**src/rtl/mpwm_map.svh**
```systemverilog
// Purpose: constants of the multichannel pwm block with synchronised restart
// Assumes: one 100 MHz clock, pwm ticks derived from the selected source
// Notes: byte offsets on the ahb-lite register bus
// Overview of operation
// RL1: 12-bit resolution gives a 4096-tick base period; duty and delay in ticks.
// RL2: 32-slot spreading splits the period in 32 slots; 781.25kHz at 100MHz.
// RL3: spreading setting accepts 4 or 32 per channel.
// RL4: clock source code 0 core, 1 peripheral, 2 external input.
// RL5: polarity 0 passes the waveform, 1 inverts it.
// RL6: channels 0 to 7 use dac-shared pins unless relocate bit moves them.
// RL7: channel runs only with its own enable and the master enable set.
// RL8: software sets master enable only after configuring all channels.
// RL9: written duty stays pending until the global update bit is set.
// RL10: update applies all pending duties at once, then self-clears after one clock.
// RL11: restart mask register restarts all selected channels together in phase.
// RL12: per-channel delay in ticks shifts the waveform from the restart reference.
// RL13: duty counts ticks; 2048 is half of the 4096-tick period.
// RL14: software sets second high-side duty to period minus first high-side duty.
// RL15: software sets low-side duty to high-side duty minus 32 times twice dead time.
// RL16: software sets low-side delay to high-side delay plus dead time.
// RL17: delay counts from the latest synchronised restart of the channel.
`ifndef MPWM_MAP_SVH
`define MPWM_MAP_SVH

`define MPWM_NCH 16
`define MPWM_NSHARE 8
`define MPWM_CNT_W 12
`define MPWM_DUTY_W 13
`define MPWM_PERIOD 4096
`define MPWM_CLK_MHZ 100

// register offsets
`define MPWM_OFF_CTRL 12'h000
`define MPWM_OFF_SYNC 12'h004
`define MPWM_OFF_STAT 12'h008
`define MPWM_OFF_CH_BASE 12'h100
`define MPWM_OFF_CH_END 12'h200
`define MPWM_CH_CFG 4'h0
`define MPWM_CH_DUTY 4'h4
`define MPWM_CH_DELAY 4'h8
`define MPWM_CH_SPREAD 4'hC

// field positions
`define MPWM_CTRL_MEN 0
`define MPWM_CTRL_UPD 1
`define MPWM_CFG_EN 0
`define MPWM_CFG_INV 1
`define MPWM_CFG_RELOC 2
`define MPWM_CFG_CLK_LO 4
`define MPWM_CFG_CLK_HI 5

// codes
`define MPWM_CLK_CORE 2'h0
`define MPWM_CLK_PERIPH 2'h1
`define MPWM_CLK_EXT 2'h2
`define MPWM_SPREAD_4 6'h04
`define MPWM_SPREAD_32 6'h20

// reset values
`define MPWM_RST_S32 1'b1
`define MPWM_RST_DUTY 13'h0000
`define MPWM_RST_DELAY 12'h000

`endif

```
**src/rtl/mpwm_pkg.sv**
```systemverilog
// Purpose: types of the multichannel pwm block
// Assumes: constants come from mpwm_map.svh
// Notes: all module state is one packed struct
`include "mpwm_map.svh"
package mpwm_pkg;

    typedef struct packed {
        logic en;
        logic inv;
        logic reloc;
        logic s32;
        logic [1:0] clksel;
    } mpwm_cfg_t;

    typedef struct packed {
        logic [1:0] htrans;
        logic [31:0] haddr;
        logic hwrite;
        logic [2:0] hsize;
        logic [31:0] hwdata;
        logic hsel;
        logic hready;
    } mpwm_ahb_req_t;

    typedef struct packed {
        logic [31:0] hrdata;
        logic hreadyout;
        logic hresp;
    } mpwm_ahb_rsp_t;

    typedef struct packed {
        logic master_en;
        logic upd;
        logic [`MPWM_NCH-1:0] sync_mask;
        mpwm_cfg_t [`MPWM_NCH-1:0] cfg;
        logic [`MPWM_NCH-1:0][`MPWM_DUTY_W-1:0] duty_pend;
        logic [`MPWM_NCH-1:0][`MPWM_DUTY_W-1:0] duty_act;
        logic [`MPWM_NCH-1:0][`MPWM_CNT_W-1:0] dly;
        logic [`MPWM_NCH-1:0][`MPWM_CNT_W-1:0] cnt;
        logic [`MPWM_NCH-1:0] pin_def;
        logic [`MPWM_NSHARE-1:0] pin_alt;
        logic ext_s1;
        logic ext_s2;
        logic ext_s3;
        logic dp_valid;
        logic dp_write;
        logic [11:0] dp_addr;
        logic rd_wait;
        logic [31:0] hrdata;
    } mpwm_state_t;

endpackage

```
**src/rtl/mpwm_top.sv**
```systemverilog
// Purpose: multichannel pwm generator with global update and synchronised restart
// Assumes: ahb-lite slave, single word transfers; ext_clk_i asynchronous
// Notes: pwm sources are tick enables inside the one clock domain
//
// Decided for this implementation: the AHB-Lite register port and the register offsets.
`timescale 1ns/1ps
`include "mpwm_map.svh"
module mpwm_top (
    // clock and reset
    input wire logic clock_i,
    input wire logic rstn_i,
    // ahb-lite slave
    input wire logic hsel_i,
    input wire logic [31:0] haddr_i,
    input wire logic [1:0] htrans_i,
    input wire logic hwrite_i,
    input wire logic [2:0] hsize_i,
    input wire logic [31:0] hwdata_i,
    input wire logic hready_i,
    output logic [31:0] hrdata_o,
    output logic hreadyout_o,
    output logic hresp_o,
    // pwm tick sources
    input wire logic periph_tick_i,
    input wire logic ext_clk_i,
    // pins
    output logic [`MPWM_NCH-1:0] pin_default_o,
    output logic [`MPWM_NCH-1:0] pin_default_oe_o,
    output logic [`MPWM_NSHARE-1:0] pin_alt_o,
    output logic [`MPWM_NSHARE-1:0] pin_alt_oe_o,
    output logic [`MPWM_NCH-1:0] chan_running_o
);

    mpwm_pkg::mpwm_state_t s_r;
    mpwm_pkg::mpwm_state_t s_nxt;
    mpwm_pkg::mpwm_ahb_req_t req;
    mpwm_pkg::mpwm_ahb_rsp_t rsp;
    logic [`MPWM_NCH-1:0] run;

    // high while the position sits inside the spread pulse of its slot
    function automatic logic slot_high(input logic [`MPWM_CNT_W-1:0] p,
                                       input logic [`MPWM_DUTY_W-1:0] d,
                                       input logic s32);
        logic [11:0] lim;
        logic hi;
        lim = 12'h000;
        hi = 1'b0;
        if (s32) begin
            // slot of 128 ticks, remainder spread over the first slots
            lim = {4'h0, d[12:5]} + {11'h000, (p[11:7] < d[4:0])}; // RL2
            hi = {5'h00, p[6:0]} < lim;
        end else begin
            // slot of 1024 ticks
            lim = {1'b0, d[12:2]} + {11'h000, (p[11:10] < d[1:0])};
            hi = {2'h0, p[9:0]} < lim;
        end
        return hi;
    endfunction

    // channel tick from its selected source
    function automatic logic src_tick(input logic [1:0] sel, input logic per, input logic ext);
        logic t;
        t = 1'b0;
        if (sel == `MPWM_CLK_CORE) begin
            t = 1'b1; // RL4
        end else if (sel == `MPWM_CLK_PERIPH) begin
            t = per; // RL4
        end else if (sel == `MPWM_CLK_EXT) begin
            t = ext; // RL4
        end
        return t;
    endfunction

    always_comb begin
        req.htrans = htrans_i;
        req.haddr = haddr_i;
        req.hwrite = hwrite_i;
        req.hsize = hsize_i;
        req.hwdata = hwdata_i;
        req.hsel = hsel_i;
        req.hready = hready_i;
    end

    always_comb begin
        for (int i = 0; i < `MPWM_NCH; i++) begin
            run[i] = s_r.master_en & s_r.cfg[i].en; // RL7
        end
    end

    // reads get one wait state because the read data is registered in s_r.hrdata before it is driven
    always_comb begin
        rsp.hrdata = s_r.hrdata;
        rsp.hreadyout = !(s_r.dp_valid && !s_r.dp_write && !s_r.rd_wait);
        rsp.hresp = 1'b0;
    end

    always_comb begin
        logic [31:0] rd;
        logic [`MPWM_NCH-1:0] restart;
        logic [3:0] ch;
        logic [3:0] sub;
        logic ext_rise;
        logic [`MPWM_CNT_W-1:0] pos;
        logic wave;
        rd = 32'h0000_0000;
        restart = '0;
        ch = s_r.dp_addr[7:4];
        sub = s_r.dp_addr[3:0];
        ext_rise = 1'b0;
        pos = '0;
        wave = 1'b0;
        s_nxt = s_r;
        s_nxt.upd = 1'b0; // RL10

        // external source: two flops, then edge detect on later stages
        s_nxt.ext_s1 = ext_clk_i;
        s_nxt.ext_s2 = s_r.ext_s1;
        s_nxt.ext_s3 = s_r.ext_s2;
        ext_rise = s_r.ext_s2 & ~s_r.ext_s3;

        // data phase
        if (s_r.dp_valid && s_r.dp_write) begin
            if (s_r.dp_addr == `MPWM_OFF_CTRL) begin
                s_nxt.master_en = hwdata_i[`MPWM_CTRL_MEN]; // RL8
                s_nxt.upd = hwdata_i[`MPWM_CTRL_UPD]; // RL10
            end else if (s_r.dp_addr == `MPWM_OFF_SYNC) begin
                s_nxt.sync_mask = hwdata_i[`MPWM_NCH-1:0];
                restart = hwdata_i[`MPWM_NCH-1:0]; // RL11
            end else if (s_r.dp_addr >= `MPWM_OFF_CH_BASE && s_r.dp_addr < `MPWM_OFF_CH_END) begin
                if (sub == `MPWM_CH_CFG) begin
                    s_nxt.cfg[ch].en = hwdata_i[`MPWM_CFG_EN];
                    s_nxt.cfg[ch].inv = hwdata_i[`MPWM_CFG_INV];
                    s_nxt.cfg[ch].reloc = hwdata_i[`MPWM_CFG_RELOC];
                    s_nxt.cfg[ch].clksel = hwdata_i[`MPWM_CFG_CLK_HI:`MPWM_CFG_CLK_LO];
                end else if (sub == `MPWM_CH_DUTY) begin
                    s_nxt.duty_pend[ch] = hwdata_i[`MPWM_DUTY_W-1:0]; // RL9
                end else if (sub == `MPWM_CH_DELAY) begin
                    s_nxt.dly[ch] = hwdata_i[`MPWM_CNT_W-1:0]; // RL12
                end else if (sub == `MPWM_CH_SPREAD) begin
                    // other values leave the setting as it was
                    if (hwdata_i[5:0] == `MPWM_SPREAD_4 && hwdata_i[31:6] == 26'h0) begin
                        s_nxt.cfg[ch].s32 = 1'b0; // RL3
                    end else if (hwdata_i[5:0] == `MPWM_SPREAD_32 && hwdata_i[31:6] == 26'h0) begin
                        s_nxt.cfg[ch].s32 = 1'b1; // RL3
                    end
                end
            end
        end else if (s_r.dp_valid && !s_r.rd_wait) begin
            if (s_r.dp_addr == `MPWM_OFF_CTRL) begin
                rd[`MPWM_CTRL_MEN] = s_r.master_en;
                rd[`MPWM_CTRL_UPD] = s_r.upd;
            end else if (s_r.dp_addr == `MPWM_OFF_SYNC) begin
                rd[`MPWM_NCH-1:0] = s_r.sync_mask;
            end else if (s_r.dp_addr == `MPWM_OFF_STAT) begin
                rd[`MPWM_NCH-1:0] = run;
            end else if (s_r.dp_addr >= `MPWM_OFF_CH_BASE && s_r.dp_addr < `MPWM_OFF_CH_END) begin
                if (sub == `MPWM_CH_CFG) begin
                    rd[`MPWM_CFG_EN] = s_r.cfg[ch].en;
                    rd[`MPWM_CFG_INV] = s_r.cfg[ch].inv;
                    rd[`MPWM_CFG_RELOC] = s_r.cfg[ch].reloc;
                    rd[`MPWM_CFG_CLK_HI:`MPWM_CFG_CLK_LO] = s_r.cfg[ch].clksel;
                end else if (sub == `MPWM_CH_DUTY) begin
                    rd[`MPWM_DUTY_W-1:0] = s_r.duty_pend[ch];
                end else if (sub == `MPWM_CH_DELAY) begin
                    rd[`MPWM_CNT_W-1:0] = s_r.dly[ch];
                end else if (sub == `MPWM_CH_SPREAD) begin
                    rd[5:0] = s_r.cfg[ch].s32 ? `MPWM_SPREAD_32 : `MPWM_SPREAD_4;
                end
            end
            s_nxt.hrdata = rd;
            s_nxt.rd_wait = 1'b1;
        end

        // address phase
        if (rsp.hreadyout) begin
            if (req.hsel && req.hready && req.htrans[1]) begin
                s_nxt.dp_valid = 1'b1;
                s_nxt.dp_write = req.hwrite;
                s_nxt.dp_addr = {req.haddr[11:2], 2'b00};
                s_nxt.rd_wait = 1'b0;
            end else if (req.hready) begin
                s_nxt.dp_valid = 1'b0;
                s_nxt.rd_wait = 1'b0;
            end
        end

        // channels
        for (int i = 0; i < `MPWM_NCH; i++) begin
            if (!run[i] || restart[i]) begin
                s_nxt.cnt[i] = '0; // RL11 RL17
            end else if (src_tick(s_r.cfg[i].clksel, periph_tick_i, ext_rise)) begin
                s_nxt.cnt[i] = s_r.cnt[i] + 12'h001; // RL1
            end
            if (s_r.upd) begin
                s_nxt.duty_act[i] = s_r.duty_pend[i]; // RL10 RL13
            end
            pos = s_r.cnt[i] - s_r.dly[i]; // RL12 RL17
            wave = run[i] & slot_high(pos, s_r.duty_act[i], s_r.cfg[i].s32); // RL7
            wave = wave ^ s_r.cfg[i].inv; // RL5
            if (i < `MPWM_NSHARE) begin
                s_nxt.pin_def[i] = run[i] & ~s_r.cfg[i].reloc & wave; // RL6
                s_nxt.pin_alt[3'(i)] = run[i] & s_r.cfg[i].reloc & wave; // RL6
            end else begin
                s_nxt.pin_def[i] = run[i] & wave;
            end
        end
    end

    always_ff @(posedge clock_i or negedge rstn_i) begin
        if (!rstn_i) begin
            s_r <= '0;
            for (int i = 0; i < `MPWM_NCH; i++) begin
                s_r.cfg[i].s32 <= `MPWM_RST_S32;
                s_r.duty_pend[i] <= `MPWM_RST_DUTY;
                s_r.duty_act[i] <= `MPWM_RST_DUTY;
                s_r.dly[i] <= `MPWM_RST_DELAY;
            end
        end else begin
            s_r <= s_nxt;
        end
    end

    // a relocated shared channel releases the dac pin
    always_comb begin
        pin_default_oe_o = run;
        pin_alt_oe_o = '0;
        for (int i = 0; i < `MPWM_NSHARE; i++) begin
            pin_default_oe_o[i] = run[i] & ~s_r.cfg[i].reloc; // RL6
            pin_alt_oe_o[i] = run[i] & s_r.cfg[i].reloc; // RL6
        end
    end

    assign pin_default_o = s_r.pin_def;
    assign pin_alt_o = s_r.pin_alt;
    assign chan_running_o = run;
    assign hrdata_o = rsp.hrdata;
    assign hreadyout_o = rsp.hreadyout;
    assign hresp_o = rsp.hresp;

endmodule
```
**config.mk**
```make
export PLATFORM = sky130hd
export DESIGN_NAME = mpwm_top
export DESIGN_NICKNAME = d
export VERILOG_FILES = /design/src/rtl/mpwm_pkg.sv /design/src/rtl/mpwm_top.sv
export VERILOG_INCLUDE_DIRS = /design/src /design/src/rtl
export SDC_FILE = /design/constraint.sdc
export NUM_CORES = 2
export LEC_CHECK = 0
export ABC_AREA = 1
export BUFFER_PORTS_ARGS = -buffer_cell sky130_fd_sc_hd__buf_2
export CAP_MARGIN = 20
export CORE_MARGIN = 3
export CORE_UTILIZATION = 58
export CTS_CLUSTER_SIZE = 28
export DETAILED_ROUTE_END_ITERATION = 8
export HOLD_SLACK_MARGIN = 0.05
export PLACE_DENSITY = 0.8
export SKIP_LAST_GASP = 1
export SLEW_MARGIN = 15
export SYNTH_ARGS = -nofsm -noshare
export SYNTH_HDL_FRONTEND = slang
export SYNTH_SLANG_ARGS = --single-unit
```
**constraint.sdc**
```tcl
create_clock -name clock_i -period 4.55 [get_ports clock_i]
set_input_delay 0.91 -clock clock_i [delete_from_list [all_inputs] [get_ports clock_i]]
set_output_delay 0.91 -clock clock_i [all_outputs]
set_load 0.1 [all_outputs]
```
==> results.txt <==
----------------------------------------------------
[Route]
  Via count ... 61400
  Mean routed wirelength per cell ... 21.5 um
  WL final ... 223 mm
  DRT iter0 DRCs ... between 6000 and 7000
  Vias per inst ... 5.92
  DRC violation count after routing ... 0
  Number of detailed-routing iterations run before antenna repair ... 6
  Antenna Violating Nets Remaining ... 0

[Critical path]
  Crit path max-delay cell type ... dfrtp_1
  Peak per-stage delay on the critical path ... 0.40 ns
  Endpoint kind of the worst setup timing path ... flop
  Beginning of the worst register-to-register path ... s_r[330]
  Data required time of the worst path ... 5.16 ns
  Startpoint-to-endpoint class of the critical path ... reg2reg
  Launching instance or port of the critical path ... s_r[330]
  Critical Path Source Type ... flop
  Arrival time reported for the critical path endpoint ... about 5.2 ns
  Max Fanout on Critical Path ... 3

[Clocking]
  Max clock buf depth ... 3
  Cts hold-fix bufs ... 0
  TritonCTS buffer count ... 104
  Clk root buf ... clkbuf_16
  Clock latency of the later-clocked register in the worst-skew pair ... 0.71 ns
  Clock tree from TritonCTS ... yes
  Post-CTS clock slew at the launch and capture registers of the worst setup and hold paths ... 0.06 ns
  CTS H-Tree Depth ... 3
  Total clock sinks ... 966

[Finish]
  Cell Count, Final, Fillers Out ... 10400
  Net total in the final layout ... 9468
  Fraction of final layout cells sized beyond drive strength 1 ... 0.146
  Final non-filler cell area ... around 74000 um^2
  Synth-to-layout area growth ... 16.2%
  Most frequent cells in the layout ... 1791 x nand2_1, 1086 x inv_1, 925 x dfrtp_1
  Commonest non-fill, non-tap cell in the layout ... nand2_1

[Placement]
  Count of port buffers added during placement ... between 100 and 150
  Area after detailed placement ... 67200 um^2
  Placed cells ... 10000
  Sum of net half-perimeters after detailed placement ... 160 mm
  Placement Setup Slack ... -0.194 ns
  Placer's final routability congestion estimate ... approximately 1.0

[STA]
  Final count of pins violating max slew ... 0
  Least-Margin Pin Slew ... 1.15 ns
  Layout Skew ... 0.0374 ns
  # setup viols final ... 1
  Final critical path time including I/O delays and setup ... 4.56 ns
  Fin worst setup slack ... -0.00947 ns
  Final Hold Violating Endpoints ... 0
  Worst slew margin ... 0.229
  Period utilisation layout ... 1.00
  Setup repair after global routing missed its margin ... true
  Sum Neg Setup Slack ... -0.00947 ns
  Peak clock frequency supported by timing ... approximately 0.22 GHz

[Power]
  Internal Power ... 0.0153 W
  Sw power ... about 0.0073 W
  Pwr dens ... a little over 300 nW/um^2
  Clock power frac ... 0.402
  Reg power frac ... 0.408
  Logic pwr share ... 0.191
  Leak pwr ... 38.6 nW
  Sw Ratio ... 0.323
  Worst vdd rail ir drop ... around 0.45 mV

[Job]
  Count of max-cap constraint violations ... 0

[Synthesis]
  Syn_area_per_cell ... 7.53 um^2
  Area share of the largest cell type after synthesis ... 0.371
  Synth Register Bits ... 966
  Post-synth ARST share ... 1.00
  Syn. warnings ... 0
  Most used DFF post-synth ... dfrtp_1
  Largest area contributor in the netlist ... dfrtp_1
  Synth cell types ... 56
  Top area cells in the synthesized netlist ... dfrtp_1 37%, ha_1 11%, nand2_1 11%
  Summed instance area of the synthesized netlist ... 64100 um^2
  Cells after Synth ... 8506
  Number of enable flip-flop cells after synthesis ... 0
  Sequential area share after synthesis ... 0.378

[Outcome]
  Result of the run ... complete, but fails checks
  Violated checks ... setup timing

[Global routing]
  Total global routing overflow ... 0
  Wire length of the first global-routing pass ... between 300 and 400 mm
  Initial antenna violation count ... 9
  Number of global-route vias before repair ... 57700
  Global routing usage summed across all routing layers ... 0.369
  Largest net degree at the start of global routing ... between 100 and 150

[Floorplanning]
  Effective utilization at floorplan ... 0.586
  Die area ... 114000 um^2
  Number of top-level pins ... around 170
  Total number of placement rows ... ~120
  Vertical die dimension ... 338 um
  Overall die width ... 338 um
  Area of the core region ... ~110000 um^2

[Worst hold path]
  Path category of the worst min-delay check ... in2async

----------------------------------------------------
## final timing paths
check / endpoint / slack (ns) / depth (start not counted)
worst max-delay path: pin_default_o[5] / -0.009 / 28
worst min-delay path: s_r[128] / 0.18 / 1
worst max register to register: pin_default_o[5] / -0.009 / 28
worst min register to register: s_nxt[47] / 0.35 / 0
max in group asynchronous: s_r[185] / 3.21 / 2
min in group clock_i: s_nxt[48] / 0.31 / 1
## stage by stage
stage / power, W / utilization / hold WS [ns]
2_1_floorplan: 0.0117 / - / 0.331
3_3_place_gp: 0.0132 / 0.614 / 0.333
3_5_place_dp: 0.0133 / 0.614 / 0.338
4_1_cts: 0.0223 / 0.650 / 0.163
5_1_grt: 0.0233 / 0.681 / 0.200
6_report: 0.0226 / 0.681 / 0.184
## area by class of cell
cell class / instances / area (um^2)
flip-flops and latches: 966 / 24200
clock buffers: 141 / 2940
inverters: 1176 / 4410
clock inverters: 54 / 691
diodes: 6 / 15.0
well taps: 1476 / 1850
repair buffers: 493 / 3590
fillers: 8651 / 34900
multi-input cells: 6055 / 36700
## kinds of logic (layout without fill, tap and decap cells)
| group | Yosys count | in the layout | share of synthesized area |
|---|---|---|---|
| AO/OA/AOI/OAI | 1736 | 1736 | 0.144 |
| AND/OR/NAND/NOR | 3305 | 3305 | 0.212 |
| XOR/XNOR | 373 | 373 | 0.0510 |
| other | 1 | 27 | 0.0000585 |
| adder cells (fa/ha/maj) | 596 | 596 | 0.118 |
| buffers and inverters | 1505 | 1864 | 0.0933 |
| multiplexers | 24 | 24 | 0.00391 |
| flip-flops | 966 | 966 | 0.378 |
## Yosys cell counts (all sizes together), types with 16 or more instances
cell type,n
buf,155
clkbuf,174
a22oi,22
nor3b,28
fa,16
mux2i,16
nand3,327
inv,1173
dfrtp,950
xor2,290
nand4,96
nand2,1853
xnor2,83
o22ai,143
a21oi,674
o21ai,787
nor3,166
dfstp,16
o21a,18
nor2,792
ha,580
a21o,17
## sequential cells by signal (all words and copies together), names as in the netlist
name           flops
pin_default_o     16
hrdata_o          16
s_r              928
s_nxt              2
pin_alt_o          4
## power groups by stage
stage                     Clock (W)  Sequential (W)  Combinational, W
after global routing        0.00948         0.00924           0.00457
final                       0.00909         0.00922           0.00431
after floorplan                   0         0.00922           0.00245
after CTS                   0.00911         0.00919           0.00400
after detailed placement          0         0.00934           0.00397
after global placement            0         0.00933           0.00390
## routing by layer
metal / global-route usage / wire, um / vias up
met2: 0.560 / 96000 / 3353
li1: - / - / 28300
met4: 0.239 / 17600 / 8
met5: 0 / 61 / -
met1: 0.465 / 83800 / 28900
met3: 0.0998 / 25600 / 822
## worst max-delay path: cells and delay by family, from the launching register on
family	cells	cell delay (ns)
flip-flops	1	0.40
adder cells (fa/ha/maj)	5	1.19
buffers and inverters	1	0.10
XOR/XNOR	2	0.35
AND/OR/NAND/NOR	10	0.96
AO/OA/AOI/OAI	10	1.45
## timing repair
item | 4_1_cts | 5_1_grt
endpoints found under the setup margin | 18 | 20
setup buffers | 13 | 103
endpoints found under the hold margin | 0 | 0
pin swaps | 12 | 243
resized for setup | 45 | 618
No activity file was read; power rests on OpenSTA's default activity.
